===== config.mk =====
export PLATFORM = sky130hd
export DESIGN_NAME = lcr_regs
export DESIGN_NICKNAME = d
export VERILOG_FILES = /design/src/lcr_pkg.sv /design/src/lcr_regs.sv
export VERILOG_INCLUDE_DIRS = /design/src /design/src/src
export SDC_FILE = /design/constraint.sdc
export NUM_CORES = 1
export LEC_CHECK = 0
export ABC_AREA = 0
export BUFFER_PORTS_ARGS = -buffer_cell sky130_fd_sc_hd__buf_4
export CAP_MARGIN = 20
export CORE_MARGIN = 10
export CORE_UTILIZATION = 25
export CTS_CLUSTER_DIAMETER = 200
export CTS_CLUSTER_SIZE = 12
export DETAILED_ROUTE_END_ITERATION = 8
export HOLD_SLACK_MARGIN = 0.15
export PLACE_DENSITY = 0.43
export SETUP_SLACK_MARGIN = 0.3
export SKIP_LAST_GASP = 1
export SYNTH_ARGS = -nofsm -noshare
export SYNTH_HDL_FRONTEND = slang
export SYNTH_SLANG_ARGS = --single-unit

===== constraint.sdc =====
create_clock -name clk_i -period 1.3 [get_ports clk_i]
set_input_delay 0.13 -clock clk_i [delete_from_list [all_inputs] [get_ports clk_i]]
set_output_delay 0.13 -clock clk_i [all_outputs]
set_load 0.05 [all_outputs]

===== src/lcr_map.svh =====
`ifndef LCR_MAP_SVH
`define LCR_MAP_SVH
// Register byte addresses
`define LCR_ADDR_STATUS 8'h01
`define LCR_ADDR_CH2_CFG 8'h15
`define LCR_ADDR_CH2_OCT 8'h16
`define LCR_ADDR_CH2_RMON 8'h17
`define LCR_ADDR_CH2_REF_HI 8'h18
`define LCR_ADDR_CH2_REF_LO 8'h19
`define LCR_ADDR_CH2_AUX 8'h1a
`define LCR_ADDR_GEN 8'h1b
`define LCR_ADDR_MODE 8'h1c
`define LCR_ADDR_MASK 8'h1d
// Field positions
`define LCR_BIT_REG_SEL 0
`define LCR_BIT_CAP 1
`define LCR_BIT_RDIS 2
`define LCR_BIT_PINBLK 3
`define LCR_BIT_OFFC 4
`define LCR_BIT_RANGE 4
`define LCR_BIT_FSENSE 6
`define LCR_BIT_EXTDRV 7
`define LCR_BIT_COMBINE 6
`define LCR_BIT_MOSC 0
`define LCR_BIT_MMON 1
`define LCR_BIT_MSAT1 2
`define LCR_BIT_SAT2 6
// Reset values
`define LCR_RST_CH2_CFG 8'h18
`define LCR_RST_OCT 8'hff
`define LCR_RST_RMON 8'hff
`define LCR_RST_COMP 3'h3
`define LCR_RST_SATTH 2'h0
`define LCR_RST_REF 10'h000
`define LCR_RST_AUX 8'h00
`define LCR_RST_CCUR 6'h02
`define LCR_RST_MODE 2'h1
`define LCR_RST_MASK 3'h6
// Mode codes
`define LCR_MODE_OPER 2'h1
`define LCR_MODE_CONF 2'h2
`endif


===== src/lcr_pkg.sv =====
`default_nettype none
package lcr_pkg;
  // Register storage and live copies
  typedef struct packed {
    logic [7:0] ch2_cfg;
    logic [7:0] ch2_overcurrent_threshold;
    logic [7:0] ch2_monitor_resistor_code;
    logic [2:0] ch2_compensation_current;
    logic [1:0] ch2_saturation_threshold;
    logic [9:0] ch2_reference_code;
    logic [7:0] ch2_aux;
    logic [5:0] converter_control_current;
    logic channel_combine;
    logic [1:0] operating_state_select;
    logic [2:0] masks;
    logic ch1_sat_pend;
    logic ch2_sat_pend;
    logic [7:0] rdata;
    logic [7:0] live_cfg;
    logic [7:0] live_aux;
    logic [7:0] live_oct;
    logic [7:0] live_rmon;
    logic [2:0] live_comp;
    logic [1:0] live_satth;
    logic [9:0] live_ref;
    logic [5:0] live_ccur;
    logic live_combine;
  } lcr_state_t;
endpackage
`default_nettype wire


===== src/lcr_regs.sv =====
// Overview of operation
// - Regulation select: 0 light power, 1 current
// - Loop capacitor connect bit, reset 0
// - Monitor resistor disable bit, reset 0
// - Pin enable block, reset 1
// - Offset compensation enable, reset 1
// - ADC source field, 0xx disables, reset 000
// - Force/sense picks monitor node for 100
// - Overcurrent threshold reset FF, zero disables under current regulation
// - Monitor resistor code resets to FF
// - Compensation current field resets to 011
// - Saturation threshold field resets to 00
// - Ten-bit reference over two bytes, reset 0
// - Current range: 0 high, 1 low
// - External driver enable, reset 0
// - Converter control current, reset 0x02
// - Channel combine parallels channel 2, reset 0
// - Mode 01 applies, 10 holds settings
// - Oscillator error mask, reset 0
// - Pin monitor mask, reset 1
// - Channel 1 saturation mask, reset 1
// - Saturation status sticky, cleared on read
`timescale 1ns/1ps
`default_nettype none
`include "lcr_map.svh"
module lcr_regs
  import lcr_pkg::*;
(
  input wire logic clk_i,
  input wire logic rst_n_i,
  input wire logic wr_i,
  input wire logic rd_i,
  input wire logic [7:0] addr_i,
  input wire logic [7:0] wdata_i,
  output logic [7:0] rdata_o,
  input wire logic ch1_saturation_i,
  input wire logic ch2_saturation_i,
  input wire logic osc_error_i,
  input wire logic ch1_pin_monitor_event_i,
  input wire logic ch2_pin_monitor_event_i,
  input wire logic ch2_enable_pin_i,
  output logic ch2_regulation_select_o,
  output logic ch2_loop_cap_connect_o,
  output logic ch2_resistor_disable_o,
  output logic ch2_offset_comp_enable_o,
  output logic ch2_pin_enabled_o,
  output logic [2:0] ch2_adc_source_o,
  output logic ch2_adc_enable_o,
  output logic ch2_adc_force_sense_o,
  output logic [7:0] ch2_overcurrent_threshold_o,
  output logic ch2_overcurrent_enable_o,
  output logic [7:0] ch2_monitor_resistor_code_o,
  output logic [2:0] ch2_compensation_current_o,
  output logic [1:0] ch2_saturation_threshold_o,
  output logic [9:0] ch2_reference_code_o,
  output logic ch2_current_range_o,
  output logic ch2_external_driver_enable_o,
  output logic [5:0] converter_control_current_o,
  output logic channel_combine_o,
  output logic config_hold_o,
  output logic fault_output_n_o
);

  // Everything clocked lives in one packed struct. Stored registers take
  // writes at once; the live copy is what the analog side sees, and it
  // follows the stored values only while the mode field says operation.
  // In hold mode software may edit both reference bytes and then release
  // them together, so the loop never sees a half-written code.
  lcr_state_t st; // Registered state
  lcr_state_t next_st; // Next state
  logic oper; // Operation mode: latch transparent
  logic fault_raw; // Any unmasked pending event

  assign oper = (st.operating_state_select == `LCR_MODE_OPER);

  // Only input levels and the sticky channel 1 flag feed the pin, so it
  // falls in the cycle an unmasked level event appears and rises once the
  // event is gone. Channel 2 saturation only reaches the status byte here.
  // Unmasked event gathering for the fault pin
  always_comb begin
    fault_raw = (osc_error_i & ~st.masks[`LCR_BIT_MOSC])
              | ((ch1_pin_monitor_event_i | ch2_pin_monitor_event_i) & ~st.masks[`LCR_BIT_MMON])
              | (st.ch1_sat_pend & ~st.masks[`LCR_BIT_MSAT1]);
  end

  // Write and read decode share one address; a read in the same cycle as
  // a write returns the old contents. Unmapped addresses read as zero and
  // ignore writes. Later assignments in this process win, which is how a
  // new saturation event beats the clear of a status read.
  // Next-state logic: writes, reads, sticky flags, latch
  always_comb begin
    next_st = st;
    next_st.rdata = 8'h00;
    // Register writes
    if (wr_i) begin
      unique case (addr_i)
        `LCR_ADDR_CH2_CFG: next_st.ch2_cfg = wdata_i;
        `LCR_ADDR_CH2_OCT: next_st.ch2_overcurrent_threshold = wdata_i;
        `LCR_ADDR_CH2_RMON: next_st.ch2_monitor_resistor_code = wdata_i;
        `LCR_ADDR_CH2_REF_HI: begin
          next_st.ch2_compensation_current = wdata_i[6:4];
          next_st.ch2_saturation_threshold = wdata_i[3:2];
          next_st.ch2_reference_code[9:8] = wdata_i[1:0];
        end
        `LCR_ADDR_CH2_REF_LO: next_st.ch2_reference_code[7:0] = wdata_i;
        `LCR_ADDR_CH2_AUX: begin
          next_st.ch2_aux[`LCR_BIT_RANGE] = wdata_i[`LCR_BIT_RANGE];
          next_st.ch2_aux[`LCR_BIT_FSENSE] = wdata_i[`LCR_BIT_FSENSE];
          next_st.ch2_aux[`LCR_BIT_EXTDRV] = wdata_i[`LCR_BIT_EXTDRV];
        end
        `LCR_ADDR_GEN: begin
          next_st.converter_control_current = wdata_i[5:0];
          next_st.channel_combine = wdata_i[`LCR_BIT_COMBINE];
        end
        `LCR_ADDR_MODE: begin
          // Illegal codes ignored, keeps latch state defined
          if (wdata_i[1:0] == `LCR_MODE_OPER || wdata_i[1:0] == `LCR_MODE_CONF) begin
            next_st.operating_state_select = wdata_i[1:0];
          end
        end
        `LCR_ADDR_MASK: next_st.masks = wdata_i[2:0];
        default: ;
      endcase
    end
    // Register reads
    if (rd_i) begin
      unique case (addr_i)
        `LCR_ADDR_STATUS: begin
          next_st.rdata[`LCR_BIT_SAT2] = st.ch2_sat_pend;
          next_st.ch2_sat_pend = 1'b0;
        end
        `LCR_ADDR_CH2_CFG: next_st.rdata = st.ch2_cfg;
        `LCR_ADDR_CH2_OCT: next_st.rdata = st.ch2_overcurrent_threshold;
        `LCR_ADDR_CH2_RMON: next_st.rdata = st.ch2_monitor_resistor_code;
        `LCR_ADDR_CH2_REF_HI: next_st.rdata = {1'b0, st.ch2_compensation_current,
                                               st.ch2_saturation_threshold, st.ch2_reference_code[9:8]};
        `LCR_ADDR_CH2_REF_LO: next_st.rdata = st.ch2_reference_code[7:0];
        `LCR_ADDR_CH2_AUX: next_st.rdata = st.ch2_aux;
        `LCR_ADDR_GEN: next_st.rdata = {1'b0, st.channel_combine, st.converter_control_current};
        `LCR_ADDR_MODE: next_st.rdata = {6'h00, st.operating_state_select};
        `LCR_ADDR_MASK: next_st.rdata = {5'h00, st.masks};
        default: next_st.rdata = 8'h00;
      endcase
    end
    // Sticky saturation flags, set wins over read clear
    if (ch2_saturation_i) begin
      next_st.ch2_sat_pend = 1'b1;
    end
    if (ch1_saturation_i) begin
      next_st.ch1_sat_pend = 1'b1;
    end
    // Channel 1 flag clears when masked and not asserted
    if (st.masks[`LCR_BIT_MSAT1] && !ch1_saturation_i) begin
      next_st.ch1_sat_pend = 1'b0;
    end
    // Configuration latch follows registers in operation mode
    // In hold mode the live copy keeps its last value
    if (oper) begin
      next_st.live_cfg = st.ch2_cfg;
      next_st.live_aux = st.ch2_aux;
      next_st.live_oct = st.ch2_overcurrent_threshold;
      next_st.live_rmon = st.ch2_monitor_resistor_code;
      next_st.live_comp = st.ch2_compensation_current;
      next_st.live_satth = st.ch2_saturation_threshold;
      next_st.live_ref = st.ch2_reference_code;
      next_st.live_ccur = st.converter_control_current;
      next_st.live_combine = st.channel_combine;
    end
  end

  // Reset loads the stored and the live copy alike, so the outputs show
  // the default configuration from the first cycle after release.
  // State register with synchronous reset
  always_ff @(posedge clk_i) begin
    if (!rst_n_i) begin
      st.ch2_cfg <= `LCR_RST_CH2_CFG;
      st.ch2_overcurrent_threshold <= `LCR_RST_OCT;
      st.ch2_monitor_resistor_code <= `LCR_RST_RMON;
      st.ch2_compensation_current <= `LCR_RST_COMP;
      st.ch2_saturation_threshold <= `LCR_RST_SATTH;
      st.ch2_reference_code <= `LCR_RST_REF;
      st.ch2_aux <= `LCR_RST_AUX;
      st.converter_control_current <= `LCR_RST_CCUR;
      st.channel_combine <= 1'b0;
      st.operating_state_select <= `LCR_RST_MODE;
      st.masks <= `LCR_RST_MASK;
      st.ch1_sat_pend <= 1'b0;
      st.ch2_sat_pend <= 1'b0;
      st.rdata <= 8'h00;
      st.live_cfg <= `LCR_RST_CH2_CFG;
      st.live_aux <= `LCR_RST_AUX;
      st.live_oct <= `LCR_RST_OCT;
      st.live_rmon <= `LCR_RST_RMON;
      st.live_comp <= `LCR_RST_COMP;
      st.live_satth <= `LCR_RST_SATTH;
      st.live_ref <= `LCR_RST_REF;
      st.live_ccur <= `LCR_RST_CCUR;
      st.live_combine <= 1'b0;
    end else begin
      st <= next_st;
    end
  end

  // Every configuration output comes from the live copy, never from the
  // stored registers, so hold mode freezes the whole set at once.
  // The pin gate stays combinational so the enable pin acts at once.
  // Outputs from the applied configuration
  assign rdata_o = st.rdata;
  assign ch2_regulation_select_o = st.live_cfg[`LCR_BIT_REG_SEL];
  assign ch2_loop_cap_connect_o = st.live_cfg[`LCR_BIT_CAP];
  assign ch2_resistor_disable_o = st.live_cfg[`LCR_BIT_RDIS];
  assign ch2_pin_enabled_o = ch2_enable_pin_i & ~st.live_cfg[`LCR_BIT_PINBLK];
  assign ch2_offset_comp_enable_o = st.live_cfg[`LCR_BIT_OFFC];
  // Converter selection, off while the top source bit is clear
  assign ch2_adc_source_o = st.live_cfg[7:5];
  assign ch2_adc_enable_o = st.live_cfg[7];
  assign ch2_adc_force_sense_o = st.live_aux[`LCR_BIT_FSENSE];
  // Overcurrent detection and the analog set points
  assign ch2_overcurrent_threshold_o = st.live_oct;
  assign ch2_overcurrent_enable_o = ~((st.live_oct == 8'h00) & st.live_cfg[`LCR_BIT_REG_SEL]);
  assign ch2_monitor_resistor_code_o = st.live_rmon;
  assign ch2_compensation_current_o = st.live_comp;
  assign ch2_saturation_threshold_o = st.live_satth;
  assign ch2_reference_code_o = st.live_ref;
  assign ch2_current_range_o = st.live_aux[`LCR_BIT_RANGE];
  assign ch2_external_driver_enable_o = st.live_aux[`LCR_BIT_EXTDRV];
  // General settings, mode decode and fault pin
  assign converter_control_current_o = st.live_ccur;
  assign channel_combine_o = st.live_combine;
  assign config_hold_o = ~oper;
  assign fault_output_n_o = ~fault_raw;

  // Checks and covers, all on the register clock and quiet during reset.
  // Each check carries a short name on its label line;
  // a failure prints one line and the run goes on.

  // A channel 2 saturation event always leaves the flag set
  chk_sat_sticky: assert property (
    @(posedge clk_i) disable iff (!rst_n_i)
    ch2_saturation_i |=> st.ch2_sat_pend
  ) else $error("saturation flag not set");

  // A status read clears the flag unless a new event arrives
  chk_sat_clear: assert property (
    @(posedge clk_i) disable iff (!rst_n_i)
    (rd_i && addr_i == `LCR_ADDR_STATUS && !ch2_saturation_i) |=> !st.ch2_sat_pend
  ) else $error("saturation flag not cleared");

  // The status read returns the flag as it stood before the clear
  chk_sat_read_data: assert property (
    @(posedge clk_i) disable iff (!rst_n_i)
    (rd_i && addr_i == `LCR_ADDR_STATUS) |=> (rdata_o[`LCR_BIT_SAT2] == $past(st.ch2_sat_pend))
  ) else $error("status read data wrong");

  // Read data falls back to zero when no read was strobed
  chk_rdata_idle: assert property (
    @(posedge clk_i) disable iff (!rst_n_i)
    !rd_i |=> (rdata_o == 8'h00)
  ) else $error("read data not idle");

  // Two cycles of hold mode leave the applied reference code frozen
  chk_hold_live: assert property (
    @(posedge clk_i) disable iff (!rst_n_i)
    (!oper && !$past(oper)) |-> $stable(ch2_reference_code_o)
  ) else $error("held config changed");

  // Operation mode copies the stored monitor resistor code through
  chk_oper_apply: assert property (
    @(posedge clk_i) disable iff (!rst_n_i)
    oper |=> (ch2_monitor_resistor_code_o == $past(st.ch2_monitor_resistor_code))
  ) else $error("config not applied");

  // Only the two legal mode codes are ever held
  chk_mode_legal: assert property (
    @(posedge clk_i) disable iff (!rst_n_i)
    (st.operating_state_select == `LCR_MODE_OPER) || (st.operating_state_select == `LCR_MODE_CONF)
  ) else $error("illegal mode stored");

  // A write of a forbidden mode code leaves the mode alone
  chk_mode_refuse: assert property (
    @(posedge clk_i) disable iff (!rst_n_i)
    (wr_i && addr_i == `LCR_ADDR_MODE && wdata_i[1:0] != `LCR_MODE_OPER && wdata_i[1:0] != `LCR_MODE_CONF)
    |=> $stable(st.operating_state_select)
  ) else $error("forbidden mode taken");

  // Mask writes keep exactly the three mask bits
  chk_mask_store: assert property (
    @(posedge clk_i) disable iff (!rst_n_i)
    (wr_i && addr_i == `LCR_ADDR_MASK) |=> (st.masks == $past(wdata_i[2:0]))
  ) else $error("mask write lost");

  // Unmasked oscillator error pulls the fault pin low
  chk_osc_fault: assert property (
    @(posedge clk_i) disable iff (!rst_n_i)
    (osc_error_i && !st.masks[`LCR_BIT_MOSC]) |-> !fault_output_n_o
  ) else $error("osc fault missing");

  // Unmasked channel 1 pin monitor event pulls it low
  chk_mon_mask: assert property (
    @(posedge clk_i) disable iff (!rst_n_i)
    (ch1_pin_monitor_event_i && !st.masks[`LCR_BIT_MMON]) |-> !fault_output_n_o
  ) else $error("monitor fault missing");

  // Unmasked channel 2 pin monitor event pulls it low too
  chk_mon2_mask: assert property (
    @(posedge clk_i) disable iff (!rst_n_i)
    (ch2_pin_monitor_event_i && !st.masks[`LCR_BIT_MMON]) |-> !fault_output_n_o
  ) else $error("monitor 2 fault missing");

  // Channel 1 saturation shows while its mask stays clear
  chk_sat1_fault: assert property (
    @(posedge clk_i) disable iff (!rst_n_i)
    (ch1_saturation_i && !st.masks[`LCR_BIT_MSAT1]) ##1 !st.masks[`LCR_BIT_MSAT1] |-> !fault_output_n_o
  ) else $error("sat1 fault missing");

  // With nothing pending the fault pin is released
  chk_fault_rel: assert property (
    @(posedge clk_i) disable iff (!rst_n_i)
    (!osc_error_i && !ch1_pin_monitor_event_i && !ch2_pin_monitor_event_i && !st.ch1_sat_pend)
    |-> fault_output_n_o
  ) else $error("fault stuck");

  // Zero threshold under current regulation turns detection off
  chk_oc_disable: assert property (
    @(posedge clk_i) disable iff (!rst_n_i)
    (ch2_overcurrent_threshold_o == 8'h00 && ch2_regulation_select_o) |-> !ch2_overcurrent_enable_o
  ) else $error("overcurrent not disabled");

  // Any other threshold keeps detection on
  chk_oc_enable: assert property (
    @(posedge clk_i) disable iff (!rst_n_i)
    (ch2_overcurrent_threshold_o != 8'h00) |-> ch2_overcurrent_enable_o
  ) else $error("overcurrent wrongly disabled");

  // A set block bit overrides the enable pin
  chk_pin_block: assert property (
    @(posedge clk_i) disable iff (!rst_n_i)
    st.live_cfg[`LCR_BIT_PINBLK] |-> !ch2_pin_enabled_o
  ) else $error("pin not blocked");

  // A clear block bit lets the pin switch the channel on
  chk_pin_pass: assert property (
    @(posedge clk_i) disable iff (!rst_n_i)
    (ch2_enable_pin_i && !st.live_cfg[`LCR_BIT_PINBLK]) |-> ch2_pin_enabled_o
  ) else $error("pin not passed");

  // Covers for the main scenarios of the bench
  // Round trip through hold mode and back
  cov_conf_mode: cover property (
    @(posedge clk_i) disable iff (!rst_n_i)
    oper ##1 !oper ##[1:20] oper
  );

  // Status read while the saturation flag is set
  cov_sat_read: cover property (
    @(posedge clk_i) disable iff (!rst_n_i)
    st.ch2_sat_pend ##1 (rd_i && addr_i == `LCR_ADDR_STATUS)
  );

  // Fault pin going active
  cov_fault: cover property (
    @(posedge clk_i) disable iff (!rst_n_i)
    $fell(fault_output_n_o)
  );

  // Overcurrent detection switched off
  cov_oc_off: cover property (
    @(posedge clk_i) disable iff (!rst_n_i)
    (ch2_overcurrent_threshold_o == 8'h00) && ch2_regulation_select_o
  );

  // Forbidden mode code offered on the bus
  cov_mode_refused: cover property (
    @(posedge clk_i) disable iff (!rst_n_i)
    wr_i && addr_i == `LCR_ADDR_MODE && wdata_i[1:0] == 2'h3
  );

endmodule // lcr_regs
`default_nettype wire


==> run metrics, run 1 <==
run status finished, violations left; violated checks negative setup slack; sequential cell area fraction in the yosys report 0.435; Worst slew margin 0.651; share of synthesized flip-flops with an asynchronous set or reset 0; first-pass detailed-route iteration total 6; HPWL after detailed placement 12,300 um; cells taking the most area after synthesis dfxtp_1 43%, nand2_1 11%, mux2i_1 8.1%, buf_4 7.4%, nand3_1 4.0%; post-detailed-route count of antenna-violating nets 0; Total Routing Usage GR 0.135; ratio of cells with drive above 1 in the final layout 0.647; largest net degree at the start of global routing 107; synthesized area divided by synthesized cell count 8.94 um2; RSZ-0062 raised after global routing true; die height 164 um; number of primary I/O pins 87; Slew @ Worst Pin 0.523 ns; Die Area 27,000 um2; Final Critical Period 1.47 ns; WP data required approximately 1.2 ns; register bit total from synthesis 113; synth-to-layout area growth 71.3%; Vias/cell about 4.5; Routed WL per cell 18.4 um; TritonCTS Buffers 17; antenna violations before repair 0; worst path cell trace nor4_2 -> nand4b_1 -> buf_6; master of the slowest instance on the critical path dfxtp_2; peak per-stage delay on the critical path around 0.32 ns; total non-filler cell area in the finished layout 8910 um2; clock latency reported for the late side of the worst-skew pair 0.41 ns; Hold Fails Final Rpt 0; FF/Latch Area 2410 um2; data arrival time of the critical path 1.34 ns; Peak VDD IR 0.873 mV; number of hold buffers added after CTS 11; sort of element at the start of the critical path flop; final setup violation count 5; instance area at placement 6230 um2; max-cap check violation count 0; critical path endpoint category output pin; number of unique standard cell types used by synthesis 52; fraction of the cycle the final worst path needs 1.13; CTS clk-pin slew, worst paths 0.05 ns; depth of the CTS H-tree 4; post-synth top area share 0.435; commonest register cell after synthesis dfxtp_1; Fin Clk Skew 0.00486 ns; CTS Sinks 113; kind of critical path flop to output pin; total negative slack -0.216 ns; via count of the first global-routing pass 4,640; leak pwr approximately 0.0036 uW; overflow left after global routing 0; final critical-path setup slack -0.172 ns; core area 20,400 um2; Initial DRC Count approximately 250; wirelength, routed 18,400 um; power density over cell area ~950 nW/um2; Routability Congestion 0.865; number of placement rows 52; hold_ws between 0.1 and 0.15 ns; clock root buffer clkbuf_16; antenna cells 0; DIE WIDTH between 150 and 200 um; deepest clock path buffer count 2; area leader, netlist dfxtp_1; multi-input combinational cell area 3140 um2; count of buffers inserted at the top-level ports between 80 and 90; total number of nets in the final design 750; post-synthesis cell count 582; kind of path behind the tightest hold check primary input to flop; number of enable flip-flop cells after synthesis 0; filler cell count in the final layout 1,938; Post-route DRC 0; Net Count, Synth 608; final cell utilization of the core 0.438; TritonCTS clock tree built; Yosys Warn Count 0; Mapped Area 5200 um2; highest net fanout along the worst path 2; wire length of the first global-routing pass around 27,000 um; max-slew violation count 0; effective utilization at floorplan 0.255; number of vias in the routed layout 4,553; highest attainable clock frequency 679 MHz
-- layout make-up --
class,count,area share
Tap cell,270,0.0379
Sequential cell,113,0.270
Timing Repair Buffer,210,0.275
Multi-Input combinational cell,380,0.353
Inverter,2,0.00112
Clock buffer,22,0.0532
Clock inverter,7,0.00955
-- worst paths after layout --
| kind | start | to | slack, ns | cells after the start |
|---|---|---|---|---|
| setup / recovery | ch2_overcurrent_threshold_o[3] | ch2_overcurrent_enable_o | -0.17 | 3 |
| hold / removal | addr_i[6] | rdata_o[7] | 0.11 | 3 |
| setup reg to reg | st[67] | converter_control_current_o[2] | -0.02 | 7 |
| hold reg to reg | ch2_current_range_o | ch2_current_range_o | 0.47 | 2 |
-- worst max-delay path: cells and delay by family, from the launching register on --
family	cells	cell delay [ns]
flops	1	0.32
buf+inv	1	0.18
simple gates	2	0.43
-- per-stage QoR --
step | std cells | total power (uW) | setup slack (ns)
after floorplan | 582 | 3800 | 0.0870
after global placement | 899 | 4010 | -0.274
after detailed placement | 899 | 4010 | -0.223
after CTS | 979 | 8530 | -0.168
after global routing | 1004 | 8750 | -0.250
final | 1004 | 8460 | -0.172
-- cell families after synthesis --
kind of cell | after synthesis | share of synthesized area
simple gates | 251 | 0.237
flops | 113 | 0.435
buf+inv | 90 | 0.110
compound gates | 77 | 0.116
mux | 51 | 0.102
-- synth_stat cells, types with 5 or more instances --
| cell | instances |
|---|---|
| a21oi_1 | 8 |
| clkbuf_1 | 22 |
| mux2i_1 | 42 |
| nor2_1 | 5 |
| buf_4 | 51 |
| a21boi_0 | 26 |
| a21boi_1 | 8 |
| a21boi_2 | 6 |
| dfxtp_1 | 113 |
| nand3_1 | 42 |
| nand2_1 | 146 |
| mux2_2 | 8 |
| nor2b_1 | 27 |
| buf_2 | 10 |
-- power breakdown --
part / internal (uW) / total [uW] / switching (uW)
combinational: 272 / 563 / 291
sequential: 3440 / 3450 / 6.67
clock: 2920 / 4450 / 1530
total: 6630 / 8460 / 1830
-- registers in the layout, indices dropped and copies added (netlist names), 2 cells and up --
register,cells
st,57
rdata_o,8
ch2_monitor_resistor_code_o,8
ch2_saturation_threshold_o,2
ch2_adc_source_o,2
ch2_reference_code_o,10
ch2_overcurrent_threshold_o,8
ch2_compensation_current_o,3
converter_control_current_o,6
-- per-layer routing --
metal | GRT usage | routed length [um] | up-vias
met4 | 0.0577 | 378 | 0
met1 | 0.174 | 8450 | 2210
li1 | - | - | 2227
met5 | 0 | 0 | -
met3 | 0.0363 | 879 | 26
met2 | 0.206 | 8720 | 90
-- timing repair --
item | in CTS | in global routing
endpoints found under the setup margin | 121 | 153
hold endpoints to repair | 58 | 1
pin swaps | 57 | 46
gates resized for setup | 285 | 121
cloned | 7 | 2
setup buffers | 33 | 23
-- placed cells by master, fill, tap and decap left out, types with 3 or more instances in the layout --
master	instances
mux2_4	4
a32o_1	4
a21oi_1	7
buf_8	62
dfxtp_2	65
nor2_1	3
nand2_2	30
clkbuf_8	3
mux2_2	4
o21a_1	4
clkinv_2	5
and3_1	3
nand3_2	29
dfxtp_1	31
nand3_1	12
buf_12	14
nand2_1	74
a21boi_2	21
dlygate4sd3_1	11
buf_16	7
clkbuf_16	18
nand3_4	4
nand2_4	43
mux2i_1	40
a21boi_1	19
nor2b_1	23
buf_4	101
dfxtp_4	17
buf_6	14
(Power assumes the default switching activity.)
==> inputs of run 2 (changes only) <==
- ABC_AREA: 0 -> 1
==> run metrics, run 2 <==
run status finished, violations left; violated checks negative setup slack; antenna cells 0; commonest register cell after synthesis dfxtp_1; portion of total power attributed to the clock network 0.547; power density over cell area 1070 nW/um2; max-slew violation count 0; buffers plus inverters on the worst setup path 1; deepest clock path buffer count 2; final setup violation count between 40 and 50; Initial DRC Count 279; HPWL after detailed placement 12,300 um; number of hold buffers added after CTS 13; count of buffers inserted at the top-level ports 86; Net Count, Synth 668; number of placement rows 51; final cell count without fillers 1,037; total power 8960 uW; most common cell after layout, fill and taps aside buf_4; FF/Latch Area 2370 um2; Routability Congestion approximately 0.83; Yosys Warn Count 0; peak per-stage delay on the critical path ~0.36 ns; register bit total from synthesis 113; Hold Fails Final Rpt 0; combinational share of power 0.066; flip-flop count of the largest register, all copies and words added 57; number of vias in the routed layout 4,657; die height 162 um; net switching fraction of the power 0.231; largest net degree at the start of global routing 52; CTS clk-pin slew, worst paths approximately 0.050 ns; depth of the CTS H-tree 4; register name with the most flops st; synth-to-layout area growth 66.0%; antenna violations before repair 0; total instance count after detailed placement 945; sort of element at the start of the critical path flop; kind of critical path flop to output pin; synthesized area divided by synthesized cell count 7.86 um2; first-pass detailed-route iteration total 5; Die Area between 20,000 and 30,000 um2; WP data required 1.17 ns; area leader, netlist dfxtp_1; Routed WL per cell 17.6 um; final critical-path setup slack -0.154 ns; worst path cell trace nor4_4 -> nand4_1 -> buf_6; top cell types by occurrence after synthesis 113 x dfxtp_1, 94 x nand2_1, 71 x o21ai_0; fraction of the cycle the final worst path needs 1.12; Peak VDD IR 0.913 mV; hold_ws 0.106 ns; most repeated cell in the gate-level netlist after synthesis dfxtp_1; post-synth top area share 0.448; Post-route DRC 0; Worst slew margin 0.634; filler cell count in the final layout slightly below 2,000; via count of the first global-routing pass roughly 4,700; highest-count cells in the layout ignoring fill and taps 65 x buf_4, 64 x nand2_1, 61 x buf_8; kind of path behind the tightest hold check primary input to flop; critical path endpoint category output pin; clock root buffer clkbuf_16; Total Routing Usage GR 0.137; TritonCTS Buffers 17; share of synthesized flip-flops with an asynchronous set or reset 0; Fin Clk Skew 0.0140 ns; ratio of cells with drive above 1 in the final layout 0.531; total number of nets in the final design between 700 and 800; core area 19,700 um2; power dissipated by switching net loads 2070 uW; number of unique standard cell types used by synthesis 31; Int Power 6890 uW; highest attainable clock frequency slightly below 700 MHz; number of primary I/O pins 87; TritonCTS clock tree built; post-detailed-route count of antenna-violating nets 0; wire length of the first global-routing pass 27,700 um; Vias/cell around 4.5; RSZ-0062 raised after global routing true; post-synthesis cell count about 640; Mapped Area between 5000 and 6000 um2; Final Critical Period approximately 1.5 ns; wirelength, routed approximately 18,000 um; Slew @ Worst Pin ~0.55 ns; sequential cell area fraction in the yosys report 0.448; master of the slowest instance on the critical path dfxtp_4; data arrival time of the critical path 1.32 ns; clock latency reported for the late side of the worst-skew pair ~0.42 ns; DIE WIDTH 162 um; leak pwr 0.00350 uW; number of enable flip-flop cells after synthesis 0; family with the most delay on the worst path simple AND/OR/NAND/NOR gates; CTS Sinks 113; multi-input combinational cell area ~2600 um2; overflow left after global routing 0; highest net fanout along the worst path 2; effective utilization at floorplan 0.257; max-cap check violation count 0; total negative slack -2.35 ns; cells taking the most area after synthesis dfxtp_1 45%, buf_4 7.1%, o21ai_0 7.0%, nand2_1 7.0%, a21oi_1 6.8%; Reg power frac 0.387
-- run 2: cell count changes after synthesis, sizes merged, moves of 40 or more --
cell / before / now
inv: 2 / 63
nor2: 5 / 59
mux2i: 42 / 0
a21oi: 8 / 69
o21ai: 2 / 79
a21boi: 40 / 0
-- run 2: tightest hold or removal path, delay by kind of cell --
family | cells | cell delay (ns)
buffers and inverters | 1 | 0.11
AND/OR/NAND/NOR | 4 | 0.25
-- run 2: kinds of logic (layout without fill, tap and decap cells) --
kind of cell / Yosys count / after routing / share of synthesized area
flip-flops: 113 / 113 / 0.448
AND/OR/NAND/NOR: 216 / 216 / 0.210
buffers and inverters: 139 / 269 / 0.149
AO/OA/AOI/OAI: 174 / 174 / 0.193
-- run 2: power by group through the flow --
stage	Combinational (uW)	Clock, uW	Sequential, uW
floorplan	254	0	3560
global placement	476	0	3560
detailed placement	477	0	3560
CTS	543	4970	3480
global route	635	5150	3470
finish	589	4900	3470
-- run 2: cell type report --
cell class                 count  share of cell area
inverter                      64              0.0337
timing repair inverter         1             0.00105
clock buffer                  18              0.0512
sequential                   113               0.283
timing repair buffer         173               0.262
multi-input combinational    390               0.308
clock inverter                13              0.0222
tap                          265              0.0396
-- run 2: path summary, 6_finish.rpt --
kind / start / end / slack, ns / cells past startpoint
min: addr_i[0] / st[67] / 0.11 / 5
max reg2reg: st[67] / ch2_reference_code_o[9] / -0.09 / 9
min reg2reg: st[62] / st[62] / 0.49 / 2
max: ch2_overcurrent_threshold_o[2] / ch2_overcurrent_enable_o / -0.15 / 3
-- run 2: routing by layer --
metal,global-route usage,up-vias,wire length [um]
li1,-,2309,-
met1,0.169,2190,7910
met3,0.0417,20,1080
met5,0,-,0
met2,0.225,138,9020
met4,0.0389,0,211
-- run 2: per-stage QoR --
| step | setup slack (ns) | utilization | cell area (um2) |
|---|---|---|---|
| finish | -0.154 | 0.426 | 8380 |
| global route | -0.262 | 0.426 | 8380 |
| CTS | -0.189 | 0.399 | 7850 |
| detailed placement | -0.120 | 0.301 | 5920 |
| global placement | -0.155 | 0.301 | 5920 |
| floorplan | 0.113 | - | 5250 |
-- run 2: repair_timing --
action | in CTS | in global routing
resized for setup | 259 | 104
endpoints found under the setup margin | 110 | 138
hold endpoints to repair | 51 | 2
pin swaps | 28 | 31
cloned | 7 | 2
setup buffers | 22 | 17
